**src/inc/timer16_pkg.sv**
```systemverilog
// constants shared by the 16-bit timer register block
// Operation
// [RQ1] filter enabled: capture input changes after four equal samples, adding four cycles
// [RQ2] edge select low triggers capture on falling edge, high on rising edge
// [RQ3] each capture event copies the counter to the capture value and sets flag; a capture low-byte write in the same cycle replaces the copy
// [RQ4] modes using the capture value as maximum disable the capture function
// [RQ5] clock select 000 stops; 001 to 101 divide clock by 1,8,64,256,1024
// [RQ6] clock select 110 and 111 count external pin falling and rising edges
// [RQ7] force compare bits act only in non-PWM wave modes
// [RQ8] force compare applies an immediate match to the channel output per output mode
// [RQ9] forced match sets no flag and never clears the counter
// [RQ10] force compare bits are strobes and always read as zero
// [RQ11] counter bytes are accessed atomically through the shared high-byte buffer
// [RQ12] a counter write blocks compare matches on the next timer tick
// [RQ13] capture source is the capture pin or, if selected, the analog comparator
// [RQ14] capture value can serve as counter maximum in the modes that select it
// [RQ15] compare A value is compared continuously; a match sets flag and drives output
// [RQ16] compare A writes update both bytes together via the high-byte buffer
// [RQ17] capture reads return a coherent byte pair via the high-byte buffer
// [RQ18] software should not change the counter while running or matches may be missed
// [RQ19] four-bit wave mode picks counting, maximum and update point; 4 is clear-on-match
// [RQ20] flags clear when serviced or when software writes one to them
// [RQ21] high byte written first, low write commits; low read latches high byte
package timer16_pkg;
    localparam logic [7:0] ADDR_CTRL_B = 8'h81;
    localparam logic [7:0] ADDR_CTRL_C = 8'h82;
    localparam logic [7:0] ADDR_CNT_L = 8'h84;
    localparam logic [7:0] ADDR_CNT_H = 8'h85;
    localparam logic [7:0] ADDR_CAP_L = 8'h86;
    localparam logic [7:0] ADDR_CAP_H = 8'h87;
    localparam logic [7:0] ADDR_CMPA_L = 8'h88;
    localparam logic [7:0] ADDR_CMPA_H = 8'h89;
    localparam logic [7:0] REG_RESET = 8'h00;
    localparam logic [15:0] WORD_RESET = 16'h0000;
    localparam logic [7:0] CTRL_B_MASK = 8'hDF;
    localparam int CTRL_B_FILTER_BIT = 7;
    localparam int CTRL_B_EDGE_BIT = 6;
    localparam int CTRL_B_WAVE3_BIT = 4;
    localparam int CTRL_B_WAVE2_BIT = 3;
    localparam int CTRL_C_FORCE_A_BIT = 7;
    localparam int CTRL_C_FORCE_B_BIT = 6;
    localparam logic [2:0] CLK_STOP = 3'h0;
    localparam logic [2:0] CLK_DIV1 = 3'h1;
    localparam logic [2:0] CLK_DIV8 = 3'h2;
    localparam logic [2:0] CLK_DIV64 = 3'h3;
    localparam logic [2:0] CLK_DIV256 = 3'h4;
    localparam logic [2:0] CLK_DIV1024 = 3'h5;
    localparam logic [2:0] CLK_EXT_FALL = 3'h6;
    localparam logic [2:0] CLK_EXT_RISE = 3'h7;
    localparam int PRESC_W = 10;
    localparam logic [9:0] PRESC_RESET = 10'h000;
    localparam logic [9:0] PRESC_MASK8 = 10'h007;
    localparam logic [9:0] PRESC_MASK64 = 10'h03F;
    localparam logic [9:0] PRESC_MASK256 = 10'h0FF;
    localparam logic [9:0] PRESC_MASK1024 = 10'h3FF;
    localparam int FILTER_LEN = 4;
    localparam logic [1:0] COM_OFF = 2'h0;
    localparam logic [1:0] COM_TOGGLE = 2'h1;
    localparam logic [1:0] COM_CLEAR = 2'h2;
    localparam logic [1:0] COM_SET = 2'h3;
    localparam logic [15:0] TOP_MAX = 16'hFFFF;
    localparam logic [15:0] TOP_8BIT = 16'h00FF;
    localparam logic [15:0] TOP_9BIT = 16'h01FF;
    localparam logic [15:0] TOP_10BIT = 16'h03FF;
    localparam logic [3:0] MODE_NORMAL = 4'h0;
    localparam logic [3:0] MODE_CTC_CMP = 4'h4;
    localparam logic [3:0] MODE_PFC_CAP = 4'h8;
    localparam logic [3:0] MODE_PFC_CMP = 4'h9;
    localparam logic [3:0] MODE_CTC_CAP = 4'hC;
    localparam logic [3:0] MODE_RESERVED = 4'hD;
endpackage : timer16_pkg

```
**src/rtl/timer16_capture_compare_regs.sv**
```systemverilog
// 16-bit timer/counter with capture, compare A and byte-wide register port
`timescale 1ns/1ps
module timer16_capture_compare_regs
    import timer16_pkg::*;
(
    input wire logic clk,
    input wire logic rst,
    input wire logic [7:0] busAddr,
    input wire logic busWrEn,
    input wire logic [7:0] busWrData,
    input wire logic busRdEn,
    output logic [7:0] busRdData,
    input wire logic [1:0] waveModeLow,
    input wire logic [1:0] compareOutputModeA,
    input wire logic [1:0] compareOutputModeB,
    input wire logic captureSourceAnalog,
    input wire logic analogCompOut,
    input wire logic captureInputPin,
    input wire logic externalCountPin,
    input wire logic captureFlagClr,
    input wire logic compareAFlagClr,
    input wire logic overflowFlagClr,
    output logic captureFlag,
    output logic compareAFlag,
    output logic overflowFlag,
    output logic waveOutA,
    output logic waveOutB
);

    typedef struct packed {
        logic [7:0] ctlB;
        logic [15:0] cnt;
        logic [15:0] ocrA;
        logic [15:0] ocrABuf;
        logic [15:0] icr;
        logic [7:0] temp;
        logic [PRESC_W-1:0] presc;
        logic extSamp;
        logic extPrev;
        logic [FILTER_LEN-1:0] capSamp;
        logic capFilt;
        logic capPrev;
        logic countDown;
        logic blockMatch;
        logic capFlag;
        logic cmpAFlag;
        logic ovfFlag;
        logic outA;
        logic outB;
        logic [7:0] rdData;
    } state_t;

    localparam state_t STATE_RESET = '{
        ctlB: REG_RESET, cnt: WORD_RESET, ocrA: WORD_RESET, ocrABuf: WORD_RESET,
        icr: WORD_RESET, temp: REG_RESET, presc: PRESC_RESET, extSamp: 1'b0,
        extPrev: 1'b0, capSamp: '0, capFilt: 1'b0, capPrev: 1'b0, countDown: 1'b0,
        blockMatch: 1'b0, capFlag: 1'b0, cmpAFlag: 1'b0, ovfFlag: 1'b0,
        outA: 1'b0, outB: 1'b0, rdData: REG_RESET};

    state_t st_r;
    state_t st_nxt;

    ////////////////////////////////////////////////////////////////////////////
    // mode decode
    logic [3:0] waveMode;
    logic [2:0] clkSel;
    logic filterEn;
    logic edgeRise;
    logic isPhase;
    logic isFast;
    logic isPwm;
    logic capIsTop;
    logic cmpIsTop;
    logic [15:0] topValue;

    assign waveMode = {st_r.ctlB[CTRL_B_WAVE3_BIT], st_r.ctlB[CTRL_B_WAVE2_BIT], waveModeLow};
    assign clkSel = st_r.ctlB[2:0];
    assign filterEn = st_r.ctlB[CTRL_B_FILTER_BIT];
    assign edgeRise = st_r.ctlB[CTRL_B_EDGE_BIT];
    // reserved mode 13 behaves as plain normal counting
    assign isPhase = (waveMode inside {4'h1, 4'h2, 4'h3, MODE_PFC_CAP, MODE_PFC_CMP, 4'hA, 4'hB});
    assign isFast = (waveMode inside {4'h5, 4'h6, 4'h7, 4'hE, 4'hF});
    assign isPwm = isPhase || isFast; // RQ19
    assign capIsTop = (waveMode inside {MODE_PFC_CAP, 4'hA, MODE_CTC_CAP, 4'hE}); // RQ14
    assign cmpIsTop = (waveMode inside {MODE_CTC_CMP, MODE_PFC_CMP, 4'hB, 4'hF});

    always_comb begin
        unique case (waveMode[1:0])
            2'h1: topValue = TOP_8BIT;
            2'h2: topValue = TOP_9BIT;
            2'h3: topValue = TOP_10BIT;
            default: topValue = TOP_MAX;
        endcase
        if (waveMode == MODE_NORMAL || waveMode == MODE_RESERVED) begin
            topValue = TOP_MAX;
        end
        if (capIsTop) begin
            topValue = st_r.icr; // RQ14
        end
        if (cmpIsTop) begin
            topValue = st_r.ocrA; // RQ19
        end
    end

    ////////////////////////////////////////////////////////////////////////////
    // timer clock enable
    logic tick;
    logic extRise;
    logic extFall;

    assign extRise = st_r.extSamp && !st_r.extPrev;
    assign extFall = !st_r.extSamp && st_r.extPrev;

    always_comb begin
        unique case (clkSel) // RQ5
            CLK_STOP: tick = 1'b0;
            CLK_DIV1: tick = 1'b1;
            CLK_DIV8: tick = (st_r.presc & PRESC_MASK8) == PRESC_MASK8;
            CLK_DIV64: tick = (st_r.presc & PRESC_MASK64) == PRESC_MASK64;
            CLK_DIV256: tick = (st_r.presc & PRESC_MASK256) == PRESC_MASK256;
            CLK_DIV1024: tick = (st_r.presc & PRESC_MASK1024) == PRESC_MASK1024;
            CLK_EXT_FALL: tick = extFall; // RQ6
            CLK_EXT_RISE: tick = extRise; // RQ6
        endcase
    end

    ////////////////////////////////////////////////////////////////////////////
    // capture path and compare events
    logic capSource;
    logic capAllSame;
    logic capEvent;
    logic atTop;
    logic atBottom;
    logic matchA;
    logic wrLowCnt;
    logic forceA;
    logic forceB;

    assign capSource = captureSourceAnalog ? analogCompOut : captureInputPin; // RQ13
    assign capAllSame = (st_r.capSamp == '0) || (st_r.capSamp == '1);
    assign capEvent = !capIsTop && (st_r.capFilt != st_r.capPrev)
        && (st_r.capFilt == edgeRise); // RQ2 RQ4
    assign atTop = st_r.cnt == topValue;
    assign atBottom = st_r.countDown && st_r.cnt == WORD_RESET;
    assign matchA = tick && !st_r.blockMatch && st_r.cnt == st_r.ocrA; // RQ12 RQ15
    assign wrLowCnt = busWrEn && busAddr == ADDR_CNT_L;
    assign forceA = busWrEn && busAddr == ADDR_CTRL_C && busWrData[CTRL_C_FORCE_A_BIT] && !isPwm;
    assign forceB = busWrEn && busAddr == ADDR_CTRL_C && busWrData[CTRL_C_FORCE_B_BIT] && !isPwm;

    function automatic logic nonPwmAction(input logic cur, input logic [1:0] com);
        logic res;
        unique case (com)
            COM_OFF: res = cur;
            COM_TOGGLE: res = ~cur;
            COM_CLEAR: res = 1'b0;
            COM_SET: res = 1'b1;
        endcase
        return res;
    endfunction : nonPwmAction

    ////////////////////////////////////////////////////////////////////////////
    // next state
    always_comb begin
        st_nxt = st_r;
        st_nxt.presc = st_r.presc + 1'b1;
        st_nxt.extSamp = externalCountPin;
        st_nxt.extPrev = st_r.extSamp;
        st_nxt.capSamp = {st_r.capSamp[FILTER_LEN-2:0], capSource};
        // filter holds its output until the whole sample window agrees
        if (filterEn) begin
            st_nxt.capFilt = capAllSame ? st_r.capSamp[0] : st_r.capFilt; // RQ1
        end else begin
            st_nxt.capFilt = capSource;
        end
        st_nxt.capPrev = st_r.capFilt;

        if (tick) begin
            st_nxt.blockMatch = 1'b0;
            if (isPhase) begin
                if (!st_r.countDown) begin
                    if (st_r.cnt >= topValue) begin
                        st_nxt.countDown = 1'b1;
                        st_nxt.cnt = st_r.cnt - 1'b1;
                    end else begin
                        st_nxt.cnt = st_r.cnt + 1'b1;
                    end
                end else if (st_r.cnt == WORD_RESET) begin
                    st_nxt.countDown = 1'b0;
                    st_nxt.cnt = st_r.cnt + 1'b1;
                end else begin
                    st_nxt.cnt = st_r.cnt - 1'b1;
                end
            end else begin
                st_nxt.countDown = 1'b0;
                st_nxt.cnt = atTop ? WORD_RESET : st_r.cnt + 1'b1;
            end
        end

        // pwm modes load compare A from its buffer at top or bottom
        if (tick && isPwm) begin
            if (isPhase && !(waveMode inside {MODE_PFC_CAP, MODE_PFC_CMP}) ? atTop
                : (isPhase ? atBottom : atTop)) begin
                st_nxt.ocrA = st_r.ocrABuf;
            end
        end

        if (matchA) begin
            if (!isPwm) begin
                st_nxt.outA = nonPwmAction(st_r.outA, compareOutputModeA); // RQ15
            end else if (compareOutputModeA == COM_TOGGLE) begin
                st_nxt.outA = cmpIsTop ? ~st_r.outA : st_r.outA;
            end else if (compareOutputModeA[1]) begin
                st_nxt.outA = (compareOutputModeA == COM_SET) ^ (isPhase && st_r.countDown);
            end
        end
        if (tick && isFast && atTop && compareOutputModeA[1]) begin
            st_nxt.outA = compareOutputModeA == COM_CLEAR;
        end
        if (forceA) begin
            st_nxt.outA = nonPwmAction(st_r.outA, compareOutputModeA); // RQ7 RQ8
        end
        if (forceB) begin
            st_nxt.outB = nonPwmAction(st_r.outB, compareOutputModeB); // RQ7 RQ8
        end

        if (capEvent) begin
            st_nxt.icr = st_r.cnt; // RQ3
        end

        // hardware set beats a clear arriving in the same cycle
        st_nxt.capFlag = (st_r.capFlag && !captureFlagClr) || capEvent
            || (capIsTop && tick && atTop); // RQ3 RQ20
        st_nxt.cmpAFlag = (st_r.cmpAFlag && !compareAFlagClr) || matchA; // RQ9 RQ20
        st_nxt.ovfFlag = (st_r.ovfFlag && !overflowFlagClr) || (tick && (isPhase ? atBottom
            : (isFast ? atTop : st_r.cnt == TOP_MAX))); // RQ20

        st_nxt.rdData = REG_RESET;
        if (busRdEn) begin
            unique case (busAddr)
                ADDR_CTRL_B: st_nxt.rdData = st_r.ctlB & CTRL_B_MASK;
                ADDR_CTRL_C: st_nxt.rdData = REG_RESET; // RQ10
                ADDR_CNT_L: begin
                    st_nxt.rdData = st_r.cnt[7:0];
                    st_nxt.temp = st_r.cnt[15:8]; // RQ11 RQ21
                end
                ADDR_CAP_L: begin
                    st_nxt.rdData = st_r.icr[7:0];
                    st_nxt.temp = st_r.icr[15:8]; // RQ17 RQ21
                end
                ADDR_CNT_H, ADDR_CAP_H: st_nxt.rdData = st_r.temp; // RQ17
                ADDR_CMPA_L: st_nxt.rdData = st_r.ocrABuf[7:0];
                ADDR_CMPA_H: st_nxt.rdData = st_r.ocrABuf[15:8];
                default: st_nxt.rdData = REG_RESET;
            endcase
        end

        if (busWrEn) begin
            unique case (busAddr)
                ADDR_CTRL_B: st_nxt.ctlB = busWrData & CTRL_B_MASK;
                ADDR_CNT_H, ADDR_CAP_H, ADDR_CMPA_H: st_nxt.temp = busWrData; // RQ21
                ADDR_CNT_L: begin
                    st_nxt.cnt = {st_r.temp, busWrData}; // RQ11
                    st_nxt.blockMatch = 1'b1; // RQ12
                end
                ADDR_CAP_L: st_nxt.icr = {st_r.temp, busWrData};
                ADDR_CMPA_L: begin
                    st_nxt.ocrABuf = {st_r.temp, busWrData}; // RQ16
                    if (!isPwm) begin
                        st_nxt.ocrA = {st_r.temp, busWrData}; // RQ16
                    end
                end
                default: st_nxt.temp = st_r.temp;
            endcase
        end
    end

    always_ff @(posedge clk or posedge rst) begin
        if (rst) begin
            st_r <= STATE_RESET;
        end else begin
            st_r <= st_nxt;
        end
    end

    assign busRdData = st_r.rdData;
    assign captureFlag = st_r.capFlag;
    assign compareAFlag = st_r.cmpAFlag;
    assign overflowFlag = st_r.ovfFlag;
    assign waveOutA = st_r.outA;
    assign waveOutB = st_r.outB;

    ////////////////////////////////////////////////////////////////////////////
    // checks
    property p_filterWindow;
        @(posedge clk) disable iff (rst)
        ($past(filterEn) && $changed(st_r.capFilt))
            |-> ($past(st_r.capSamp) == '0 || $past(st_r.capSamp) == '1);
    endproperty
    a_filterWindow: assert property (p_filterWindow) else $error("filter moved early"); // RQ1
    property p_edgeDir;
        @(posedge clk) disable iff (rst)
        capEvent |-> (st_r.capFilt == edgeRise && st_r.capPrev != edgeRise);
    endproperty
    a_edgeDir: assert property (p_edgeDir) else $error("capture on wrong edge"); // RQ2
    property p_captureLoad;
        @(posedge clk) disable iff (rst)
        (capEvent && !(busWrEn && busAddr == ADDR_CAP_L))
            |=> (st_r.icr == $past(st_r.cnt) && captureFlag);
    endproperty
    a_captureLoad: assert property (p_captureLoad) else $error("capture not loaded"); // RQ3
    property p_captureOff;
        @(posedge clk) disable iff (rst)
        (capIsTop && !(busWrEn && busAddr == ADDR_CAP_L)) |=> $stable(st_r.icr);
    endproperty
    a_captureOff: assert property (p_captureOff) else $error("capture active at top"); // RQ4
    property p_stopped;
        @(posedge clk) disable iff (rst)
        (clkSel == CLK_STOP && !wrLowCnt) |=> $stable(st_r.cnt);
    endproperty
    a_stopped: assert property (p_stopped) else $error("stopped counter moved"); // RQ5
    property p_extIdle;
        @(posedge clk) disable iff (rst)
        (clkSel == CLK_EXT_RISE && st_r.extSamp == st_r.extPrev) |-> !tick;
    endproperty
    a_extIdle: assert property (p_extIdle) else $error("tick without pin edge"); // RQ6
    property p_forcePwm;
        @(posedge clk) disable iff (rst)
        (isPwm && !tick && busWrEn && busAddr == ADDR_CTRL_C) |=> $stable(waveOutB);
    endproperty
    a_forcePwm: assert property (p_forcePwm) else $error("force acted in pwm"); // RQ7
    property p_forceNoFlag;
        @(posedge clk) disable iff (rst)
        $rose(compareAFlag) |-> $past(matchA);
    endproperty
    a_forceNoFlag: assert property (p_forceNoFlag) else $error("flag without match"); // RQ9
    property p_forceReadZero;
        @(posedge clk) disable iff (rst)
        (busRdEn && busAddr == ADDR_CTRL_C) |=> busRdData == REG_RESET;
    endproperty
    a_forceReadZero: assert property (p_forceReadZero) else $error("force bits read"); // RQ10
    property p_counterWrite;
        @(posedge clk) disable iff (rst)
        wrLowCnt |=> st_r.cnt == {$past(st_r.temp), $past(busWrData)} ##0 st_r.blockMatch;
    endproperty
    a_counterWrite: assert property (p_counterWrite) else $error("counter write lost"); // RQ11
    property p_blockMatch;
        @(posedge clk) disable iff (rst)
        (tick && st_r.blockMatch) |=> !$rose(compareAFlag);
    endproperty
    a_blockMatch: assert property (p_blockMatch) else $error("match not blocked"); // RQ12
    property p_captureRead;
        @(posedge clk) disable iff (rst)
        (busRdEn && busAddr == ADDR_CAP_L && !busWrEn) ##1 !(busWrEn || busRdEn)
            ##1 (busRdEn && busAddr == ADDR_CAP_H) |=> busRdData == $past(st_r.icr[15:8], 3);
    endproperty
    a_captureRead: assert property (p_captureRead) else $error("capture pair torn"); // RQ17
    property p_flagClear;
        @(posedge clk) disable iff (rst)
        (overflowFlagClr && !tick) |=> !overflowFlag;
    endproperty
    a_flagClear: assert property (p_flagClear) else $error("flag not cleared"); // RQ20
    c_capture: cover property (@(posedge clk) disable iff (rst) capEvent);
    c_matchA: cover property (@(posedge clk) disable iff (rst) matchA && !isPwm);
    c_forceA: cover property (@(posedge clk) disable iff (rst) forceA);
    c_phaseTurn: cover property (@(posedge clk) disable iff (rst) tick && atBottom);

endmodule : timer16_capture_compare_regs

```
**config.mk**
```make
export PLATFORM = sky130hd
export DESIGN_NAME = timer16_capture_compare_regs
export DESIGN_NICKNAME = d
export VERILOG_FILES = /design/src/inc/timer16_pkg.sv /design/src/rtl/timer16_capture_compare_regs.sv
export SDC_FILE = /design/constraint.sdc
export NUM_CORES = 1
export LEC_CHECK = 0
export ABC_AREA = 1
export BUFFER_PORTS_ARGS = -buffer_cell sky130_fd_sc_hd__buf_2
export CORE_MARGIN = 3
export CORE_UTILIZATION = 58
export DETAILED_ROUTE_END_ITERATION = 7
export HOLD_SLACK_MARGIN = 0.02
export PLACE_DENSITY = 0.77
export SYNTH_ARGS = -nofsm -noshare
export SYNTH_HDL_FRONTEND = slang
export SYNTH_SLANG_ARGS = --single-unit
export TNS_END_PERCENT = 1
```
**constraint.sdc**
```tcl
create_clock -name clk -period 4.35 [get_ports clk]
set_input_delay 0 -clock clk [delete_from_list [all_inputs] [get_ports clk]]
set_output_delay 0 -clock clk [all_outputs]
set_load 0.01 [all_outputs]
```
==> out/results.txt, run 1 <==
Share of cells above drive strength 1 = 12.24%
Worst Max-Slew Pin Slew = 1234 ps
CP Data Arrival Time = 3900 ps
Core ar. = 12310 µm²
P per Cell Area = 436.4 nW/µm²
Placer Congestion = 0.9650
Post-Layout Cell Count = 1230
Total GRT Usage = 33.17%
Antenna violations before repair = 0
Fill count = 1136
Routed WL = 23.26 mm
Routed vias = 7455
Mapped Nets = 1080
Clock Tree Root = clkbuf_16
FF-to-FF End = st_r[76]
Worst hold stages = 3
Comb pwr share = 36.1%
Clock buffer count from CTS = 9
Max frequency = 271.8 MHz
Area growth, synth to finish = 9.655%
Clk sinks = 112
#FFs+latches synth = 112
Critical path's most frequent cell = nand2_1
Slew HR = 17.53%
CTS H-tree depth = 3
Clock share of power = 23.6%
Critical path type = flip-flop to flip-flop
Post-synthesis cell type count = 46
Worst path max stage delay = 410 ps
Synth Area per Inst = 7.354 µm²
Sequential-to-total area share from yosys stat = 37.29%
DIE WIDTH = 119.8 µm
Final Setup Violations = 0
WP data required = 4570 ps
Gate Count Post-Synth = 1022
MaxCap Viol Count = 0
Clock latency at the later pin of the worst-skew pair = 360 ps
WHS Endpoint = busRdData[5]
Reg-to-Reg Start = st_r[109]
Internal Power = 2.085 mW
Multi-input gate area = 3960 µm²
Slowest-stage cell, CP = dfrtp_1
Worst Skew = 9.728 ps
Status = completed
Setup_tns = 0 ps
Leakage = 3.951 nW
Num rows = 40
# IOs = 46
Post-Syn Area = 7516 µm²
# Post-CTS Setup Buffers = 0
Drt first pass iters = 7
Die span in y = 119.8 µm
Nets = 1115
Critical path, cell by cell = inv_2, nor2_4, inv_1, o211ai_1, inv_2, nand2_1, inv_1, o21ai_0, o21ai_0, ha_1, nand2_1, inv_1, nand2_1, nor2_1, nand2_1, nand2_1, nand3_1, buf_4, nor2_4, nand2_1, o211ai_1, o21ai_1
Die footprint = 14360 µm²
Maximum fanout along the worst path = 26
Cell total after placement = 1195
Worst-path clk slew = 80 ps
Gr ovfl total = 0
Final Slew Violations = 0
Vias per cell = 6.061
Ant. Diodes = 0
R2R Setup Slk = 670 ps
Vias in the first global route = 6832
Starting Density = 61.05%
Sw Ratio = 42.03%
Detailed Place HPWL = 16.73 mm
Tcrit/Tclk final = 84.58%
HP Class = input port to flip-flop
Wire length per cell = 18.91 µm
Final Critical Period = 3679 ps
DRC Markers = 0
IO buf count = 45
Commonest non-fill, non-tap cell in the layout = nand2_1
Flop pwr share = 40.2%
CP endpoint kind = flip-flop
Synth warn = 0
CTS tree = done
Initial DRC count = 869
First-pass GRT wire length = 37.02 mm
Worst-case reg-to-reg path depth = 22
Peak supply drop = 394.3 µV
Hold wc startpoint = busAddr[1]
Routed Antenna Nets = 0
Hold Violations, Final = 0
Register area = 2803 µm²
Max Root-Sink Buffers = 2
CP startpoint kind = flip-flop
Reported net switching power = 1.511 mW
Pin count of the biggest net entering global routing = 78
Commonest cells after routing, fill and taps aside = 207 x nand2_1, 112 x dfrtp_1, 110 x inv_1, 95 x nand3_1, 61 x o21ai_0
Unrepaired setup endpoints after global routing = no
==> through the flow <==
| stage | power, mW | utilization [%] | setup slack, ps | hold WS (ps) | instance area, µm² |
|---|---|---|---|---|---|
| floorplan | 2.354 | - | 1391 | 31.43 | 7516 |
| global placement | 2.675 | 62.91 | 760.8 | 107.4 | 7745 |
| detailed placement | 2.699 | 62.91 | 526.3 | 109.8 | 7745 |
| CTS | 3.556 | 66.90 | 485.2 | 49.13 | 8237 |
| global route | 3.819 | 66.94 | 315.9 | 55.65 | 8242 |
| finish | 3.596 | 66.94 | 670.9 | 65.10 | 8242 |
==> how the worst max path moves through the flow <==
stage	depth (start not counted)	startpoint	end	slack [ps]
global route	22	st_r[109]	st_r[76]	320
global placement	22	st_r[109]	st_r[76]	760
floorplan	1	rst	busRdData[0]	1390
detailed placement	22	st_r[109]	st_r[76]	530
finish	22	st_r[109]	st_r[76]	670
CTS	22	st_r[109]	st_r[76]	490
==> cell type report <==
cell class,count,area share [%]
Clock buffer,13,3.279
Tap cell,168,2.550
Multi-Input combinational cell,730,48.05
Clock inverter,3,0.3795
Sequential cell,112,34.01
Timing Repair Buffer,70,5.587
Inverter,134,6.148
==> power groups by stage <==
stage	combinational, mW	clock, mW	sequential [mW]
after global routing	1.46	0.895	1.46
after detailed placement	1.25	0	1.45
final	1.30	0.849	1.45
after global placement	1.23	0	1.45
after CTS	1.27	0.855	1.43
after floorplan	1.03	0	1.32
==> cell families (layout without fill, tap and decap cells) <==
logic type               after synthesis  in the layout  synth area share [%]
AND/OR/NAND/NOR                      442            442                 27.04
flip-flops                           112            112                 37.29
multiplexers                           2              2                0.2996
AO/OA/AOI/OAI                        228            228                 17.18
XOR/XNOR                              33             33                 3.945
adder cells (fa/ha/maj)               25             25                 4.162
buffers and inverters                180            220                 10.09
==> critical path: cells and delay by family (launching register included) <==
| family | cells | cell delay [ps] |
|---|---|---|
| AOI/OAI and AO/OA | 5 | 680 |
| adders and majority gates | 1 | 320 |
| buffers and inverters | 6 | 700 |
| DFF | 1 | 410 |
| and+or+nand+nor | 10 | 1430 |
==> routing by layer <==
metal	track usage, %	vias up	share of wire (%)
met5	0	-	0
li1	-	3477	-
met2	49.96	465	43
met3	7.069	82	12
met4	15.96	0	4.9
met1	45.73	3431	40
==> flip-flops by register name, summed over array words and instances, names as in the netlist <==
name          count
waveOutA          1
clkSel            3
waveOutB          1
st_r             89
compareAFlag      1
overflowFlag      1
st_nxt            5
edgeRise          1
captureFlag       1
busRdData         8
filterEn          1
==> Yosys cell counts (all sizes together) <==
cell type,number,area (µm²)
a211oi,2,15.01
a21boi,1,7.510
a21o,1,7.510
a21oi,41,209.0
a22oi,3,27.52
a31oi,3,18.77
a41oi,1,8.760
and3,1,6.260
buf,32,201.4
clkbuf,14,52.55
clkinv,1,5.000
dfrtp,112,2803
ha,25,312.8
inv,133,499.2
mux2,2,22.52
nand2,215,837.1
nand3,96,485.5
nand3b,1,7.510
nand4,16,100.1
nor2,76,355.3
nor3,33,212.7
o211ai,29,217.7
o21a,2,15.01
o21ai,116,580.6
o21bai,1,7.510
o22ai,27,168.9
o31ai,1,7.510
or2,4,27.53
xnor2,7,61.31
xor2,26,235.2
==> what timing repair did <==
item,in CTS,in global routing
setup endpoints to repair,0,1
resized for setup,0,1
hold buffers,19,0
hold endpoints to repair,107,0
No activity file was read; power rests on OpenSTA's default activity.
==> inputs of run 2 (changes only) <==
Clock period 4.35 ns to 3.9 ns, I/O delays scaled along.
==> run 2 against run 1 <==
  * Global-route usage is 1.2 points higher
  * Sequential power up 11%
  * Setup slack lost 300 ps
  * Maximum frequency grew 4.2%
  * Count of clock-buffer cells in the layout decreased by 1
  * Total power increased by 11%
  * Clock skew decreased by 1.2 ps
  * Critical endpoint is now st_r[95]
==> out/results.txt, run 2 (same netlist as run 1, synthesis figures left out) <==
CP endpoint kind = flip-flop
Post-cts sizing count = 0
CTS H-tree depth = 3
Starting Density = 61.05%
Clock share of power = 23.0%
Vias per cell = 6.038
Wire length per cell = 19.31 µm
Antenna violations before repair = 0
Unrepaired setup endpoints after global routing = no
Core ar. = 12310 µm²
Largest Register = st_r
Clock Tree Root = clkbuf_16
R2R Setup Slk = 370 ps
Drt first pass iters = 6
Worst Skew = 8.562 ps
WP data required = 4140 ps
Flip-flop count of the largest register after layout = 89
DIE WIDTH = 119.8 µm
Clock latency at the later pin of the worst-skew pair = 360 ps
Reported net switching power = 1.700 mW
Post-layout power = 3.991 mW
Final Slew Violations = 0
Gr ovfl total = 0
Share of cells above drive strength 1 = 12.41%
Hold Violations, Final = 0
Status = completed
Sw Ratio = 42.59%
Routed Antenna Nets = 0
HP Class = input port to flip-flop
Placer Congestion = 1.009
# IOs = 46
Final Critical Period = 3532 ps
Worst-path clk slew = 70 ps
Max Root-Sink Buffers = 2
DRC Markers = 0
Maximum fanout along the worst path = 26
Final Setup Violations = 0
Routed vias = 7439
Area growth, synth to finish = 9.506%
CTS tree = done
Initial DRC count = 972
Pin count of the biggest net entering global routing = 48
Flop pwr share = 40.4%
Tcrit/Tclk final = 90.56%
Slew HR = 24.28%
Commonest non-fill, non-tap cell in the layout = nand2_1
Leakage = 3.955 nW
Max frequency = 283.1 MHz
First-pass GRT wire length = 38.44 mm
CP startpoint kind = flip-flop
Vias in the first global route = 7073
Comb pwr share = 36.6%
Ant. Diodes = 0
Clock buffer count from CTS = 9
Detailed Place HPWL = 17.60 mm
Worst Max-Slew Pin Slew = 1133 ps
Internal Power = 2.291 mW
MaxCap Viol Count = 0
Die span in y = 119.8 µm
Peak supply drop = 317.3 µV
Nets = 1117
Routed WL = 23.80 mm
P per Cell Area = 484.9 nW/µm²
IO buf count = 45
Num rows = 40
Total GRT Usage = 34.35%
CP Data Arrival Time = 3770 ps
Die footprint = 14360 µm²
Commonest cells after routing, fill and taps aside = 207 x nand2_1, 112 x dfrtp_1, 110 x inv_1, 95 x nand3_1, 61 x o21ai_0
Setup_tns = 0 ps
Critical path type = flip-flop to flip-flop
Clk sinks = 112
==> run 2: timing repair <==
action                                 in CTS  in global routing
endpoints found under the hold margin      76                  0
setup buffers                               0                  0
hold buffers                               18                  0
==> run 2: final timing paths <==
check                                startpoint            to  cells past startpoint
worst max register to register        st_r[109]      st_r[95]                     23
worst min-delay path            captureInputPin    st_nxt[15]                      4
max in group asynchronous                   rst  compareAFlag                      4
worst max-delay path                  st_r[109]      st_r[95]                     23
min in group asynchronous                   rst  busRdData[0]                      3
worst min register to register       st_nxt[18]    st_nxt[19]                      0
==> run 2: cell type report <==
type	instances	area, µm²
Inverter	134	506.7
Tap cell	168	210.2
Clock inverter	4	36.28
Timing Repair Buffer	72	473.0
Clock buffer	12	246.5
Sequential cell	112	2803
Multi-Input combinational cell	730	3955
Fill cell	1096	4081
==> run 2: layer usage <==
metal | global-route usage [%] | share of wire [%]
met1 | 47.06 | 41
met2 | 52.08 | 45
met3 | 9.284 | 11
met4 | 13.46 | 3.6
met5 | 0 | 0
==> run 2: power groups by stage <==
stage / Combinational, mW / Sequential (mW) / Clock, mW
2_1_floorplan: 1.15 / 1.48 / 0
3_3_place_gp: 1.38 / 1.62 / 0
3_5_place_dp: 1.39 / 1.62 / 0
4_1_cts: 1.42 / 1.60 / 0.927
5_1_grt: 1.64 / 1.63 / 0.974
6_report: 1.46 / 1.61 / 0.919
==> run 2: critical path, stage by stage, from the launching register on <==
cell      delay, ps
dfrtp_1         410
inv_2            90
nor2_4          120
inv_1            60
o211ai_1        300
inv_2           240
nand2_1         170
inv_1            90
o21ai_0          70
o21ai_0         130
ha_1            320
nand2_1          50
inv_1            40
nand2_1          50
nor2_1          150
nand2_1         140
nand2_1          90
nor2_1           50
nand2_2         170
nand2_2         210
nand2_1         200
nor2_1           60
o21ai_1         120
o21ai_1          70
==> run 2: per-stage QoR <==
step	instances	cell area [µm²]	hold WS, ps	setup WS, ps	utilization, %
6_report	1232	8230	52.78	368.0	66.85
5_1_grt	1232	8230	92.76	18.74	66.85
4_1_cts	1232	8230	47.68	456.4	66.85
3_5_place_dp	1198	7767	109.7	481.7	63.09
3_3_place_gp	1198	7767	102.1	608.8	63.09
2_1_floorplan	1022	7516	31.43	941.0	-
==> inputs of run 3 (changes only) <==
==> constraint.sdc (replaced) <==
create_clock -name clk -period 3.9 [get_ports clk]
set_input_delay 0.78 -clock clk [delete_from_list [all_inputs] [get_ports clk]]
set_output_delay 0.78 -clock clk [all_outputs]
set_load 0.01 [all_outputs]
==> run 3 against run 2 <==
  * Wire length is 5.2% lower
  * Worst hold slack better by 320 ps
  * Critical endpoint is now st_r[90]
  * Combinational power hardly changed
==> out/results.txt, run 3 (same netlist as run 1, synthesis figures left out) <==
IO buf count = 45
CP endpoint kind = flip-flop
Status = completed
Slowest-stage cell, CP = ha_1
First-pass GRT wire length = 36.31 mm
Routed WL = 22.56 mm
Vias per cell = 6.042
Max Root-Sink Buffers = 2
P per Cell Area = 486.7 nW/µm²
Core ar. = 12310 µm²
Clock buffer count from CTS = 9
Initial DRC count = 947
CP top delay family = simple AND/OR/NAND/NOR gates
Gr ovfl total = 0
Hold wc startpoint = st_nxt[18]
Num rows = 40
Peak supply drop = 296.6 µV
R2R Setup Slk = 640 ps
DIE WIDTH = 119.8 µm
Clock Tree Root = clkbuf_16
CTS H-tree depth = 3
Starting Density = 61.05%
Worst hold stages = 0
Final Slew Violations = 0
CTS tree = done
Critical path type = input port to flip-flop
Worst Skew = 11.81 ps
WHS Endpoint = st_nxt[19]
Worst path max stage delay = 280 ps
Routed Antenna Nets = 0
Worst Max-Slew Pin Slew = 805.6 ps
Bufs and invs on worst path = 4
MaxCap Viol Count = 0
Critical path, cell by cell = buf_2, inv_1, ha_1, a22oi_1, nor2_1, o21ai_0, nand2_1, inv_1, o21ai_0, o21ai_0, ha_1, nand2_1, inv_1, nand2_1, nor2_1, nand2_1, nand2_1, nor2_1, nand2_2, nand2_4, nand2_1, nand2_1, nand2_1, a22oi_1
Critical path's most frequent cell = nand2_1
Final Setup Violations = 0
# Post-CTS Setup Buffers = 0
Fin util = 65.94%
Share of cells above drive strength 1 = 13.21%
Maximum fanout along the worst path = 12
WP data required = 4160 ps
Routed vias = 7371
FF-to-FF End = st_r[75]
CP startpoint kind = input port
Ant. Diodes = 0
Largest Register = st_r
Hold Violations, Final = 0
Max frequency = 285.7 MHz
Placer Congestion = 0.9783
HP Class = flip-flop to flip-flop
Area growth, synth to finish = 8.007%
Detailed Place HPWL = 16.96 mm
Clk sinks = 112
Worst-path clk slew = 70 ps
Setup_tns = 0 ps
Wire length per cell = 18.49 µm
Worst path depth = 24
Unrepaired setup endpoints after global routing = no
# IOs = 46
Pin count of the biggest net entering global routing = 60
Leakage = 3.915 nW
Setup WS pre-CTS = 36.45 ps
Flip-flop count of the largest register after layout = 89
Final Critical Period = 3500 ps
CP Data Arrival Time = 3760 ps
Tcrit/Tclk final = 89.76%
Nets = 1105
Total GRT Usage = 32.45%
Worst-case reg-to-reg path depth = 20
Clock latency at the later pin of the worst-skew pair = 360 ps
Setup ws final = 399.5 ps
Commonest cells after routing, fill and taps aside = 206 x nand2_1, 112 x dfrtp_1, 110 x inv_1, 95 x nand3_1, 61 x o21ai_0
Reg-to-Reg Start = st_r[109]
Drt first pass iters = 6
Commonest non-fill, non-tap cell in the layout = nand2_1
Die span in y = 119.8 µm
Vias in the first global route = 6751
Die footprint = 14360 µm²
Fill count = 1154
DRC Markers = 0
Antenna violations before repair = 0
Slew HR = 46.16%
==> run 3: worst max path at each step <==
stage | endpoint | from
floorplan | busRdData[0] | rst
global placement | st_r[92] | waveModeLow[0]
detailed placement | st_r[90] | waveModeLow[0]
CTS | st_r[90] | waveModeLow[0]
global route | st_r[94] | waveModeLow[0]
finish | st_r[90] | waveModeLow[0]
==> run 3: routing by layer <==
layer	share of wire (%)	vias up	track usage, %
li1	-	3463	-
met1	41	3377	45.77
met2	43	455	48.38
met3	11	76	6.550
met4	4.3	0	14.60
met5	0	-	0
==> run 3: metrics by stage <==
| step | hold slack (ps) | area [µm²] | power [mW] | cells |
|---|---|---|---|---|
| finish | 369.5 | 8118 | 3.951 | 1220 |
| global route | 390.4 | 8118 | 4.204 | 1220 |
| CTS | 372.2 | 8110 | 3.904 | 1220 |
| detailed placement | 357.4 | 7825 | 3.004 | 1204 |
| global placement | 356.3 | 7825 | 2.984 | 1204 |
| floorplan | 347.8 | 7516 | 2.626 | 1022 |
==> run 3: cell type report <==
cell class	count	area, µm²	share of cell area [%]
repair buffers	60	350.3	4.316
inverters	134	506.7	6.242
clock inverters	4	38.79	0.4778
well taps	168	210.2	2.589
flip-flops and latches	112	2803	34.53
clock buffers	12	246.5	3.036
multi-input cells	730	3963	48.81
==> run 3: where the power goes <==
part	leakage [nW]	switching, mW	internal, mW	total, mW
Clock	0.140	0.442	0.460	0.902
Sequential	1.41	0.273	1.33	1.60
Combinational	2.37	0.939	0.505	1.44
Total	3.92	1.65	2.30	3.95
==> run 3: repair_timing <==
action,CTS,global route
resized for setup,0,2
hold buffers,0,0
endpoints found under the setup margin,0,4
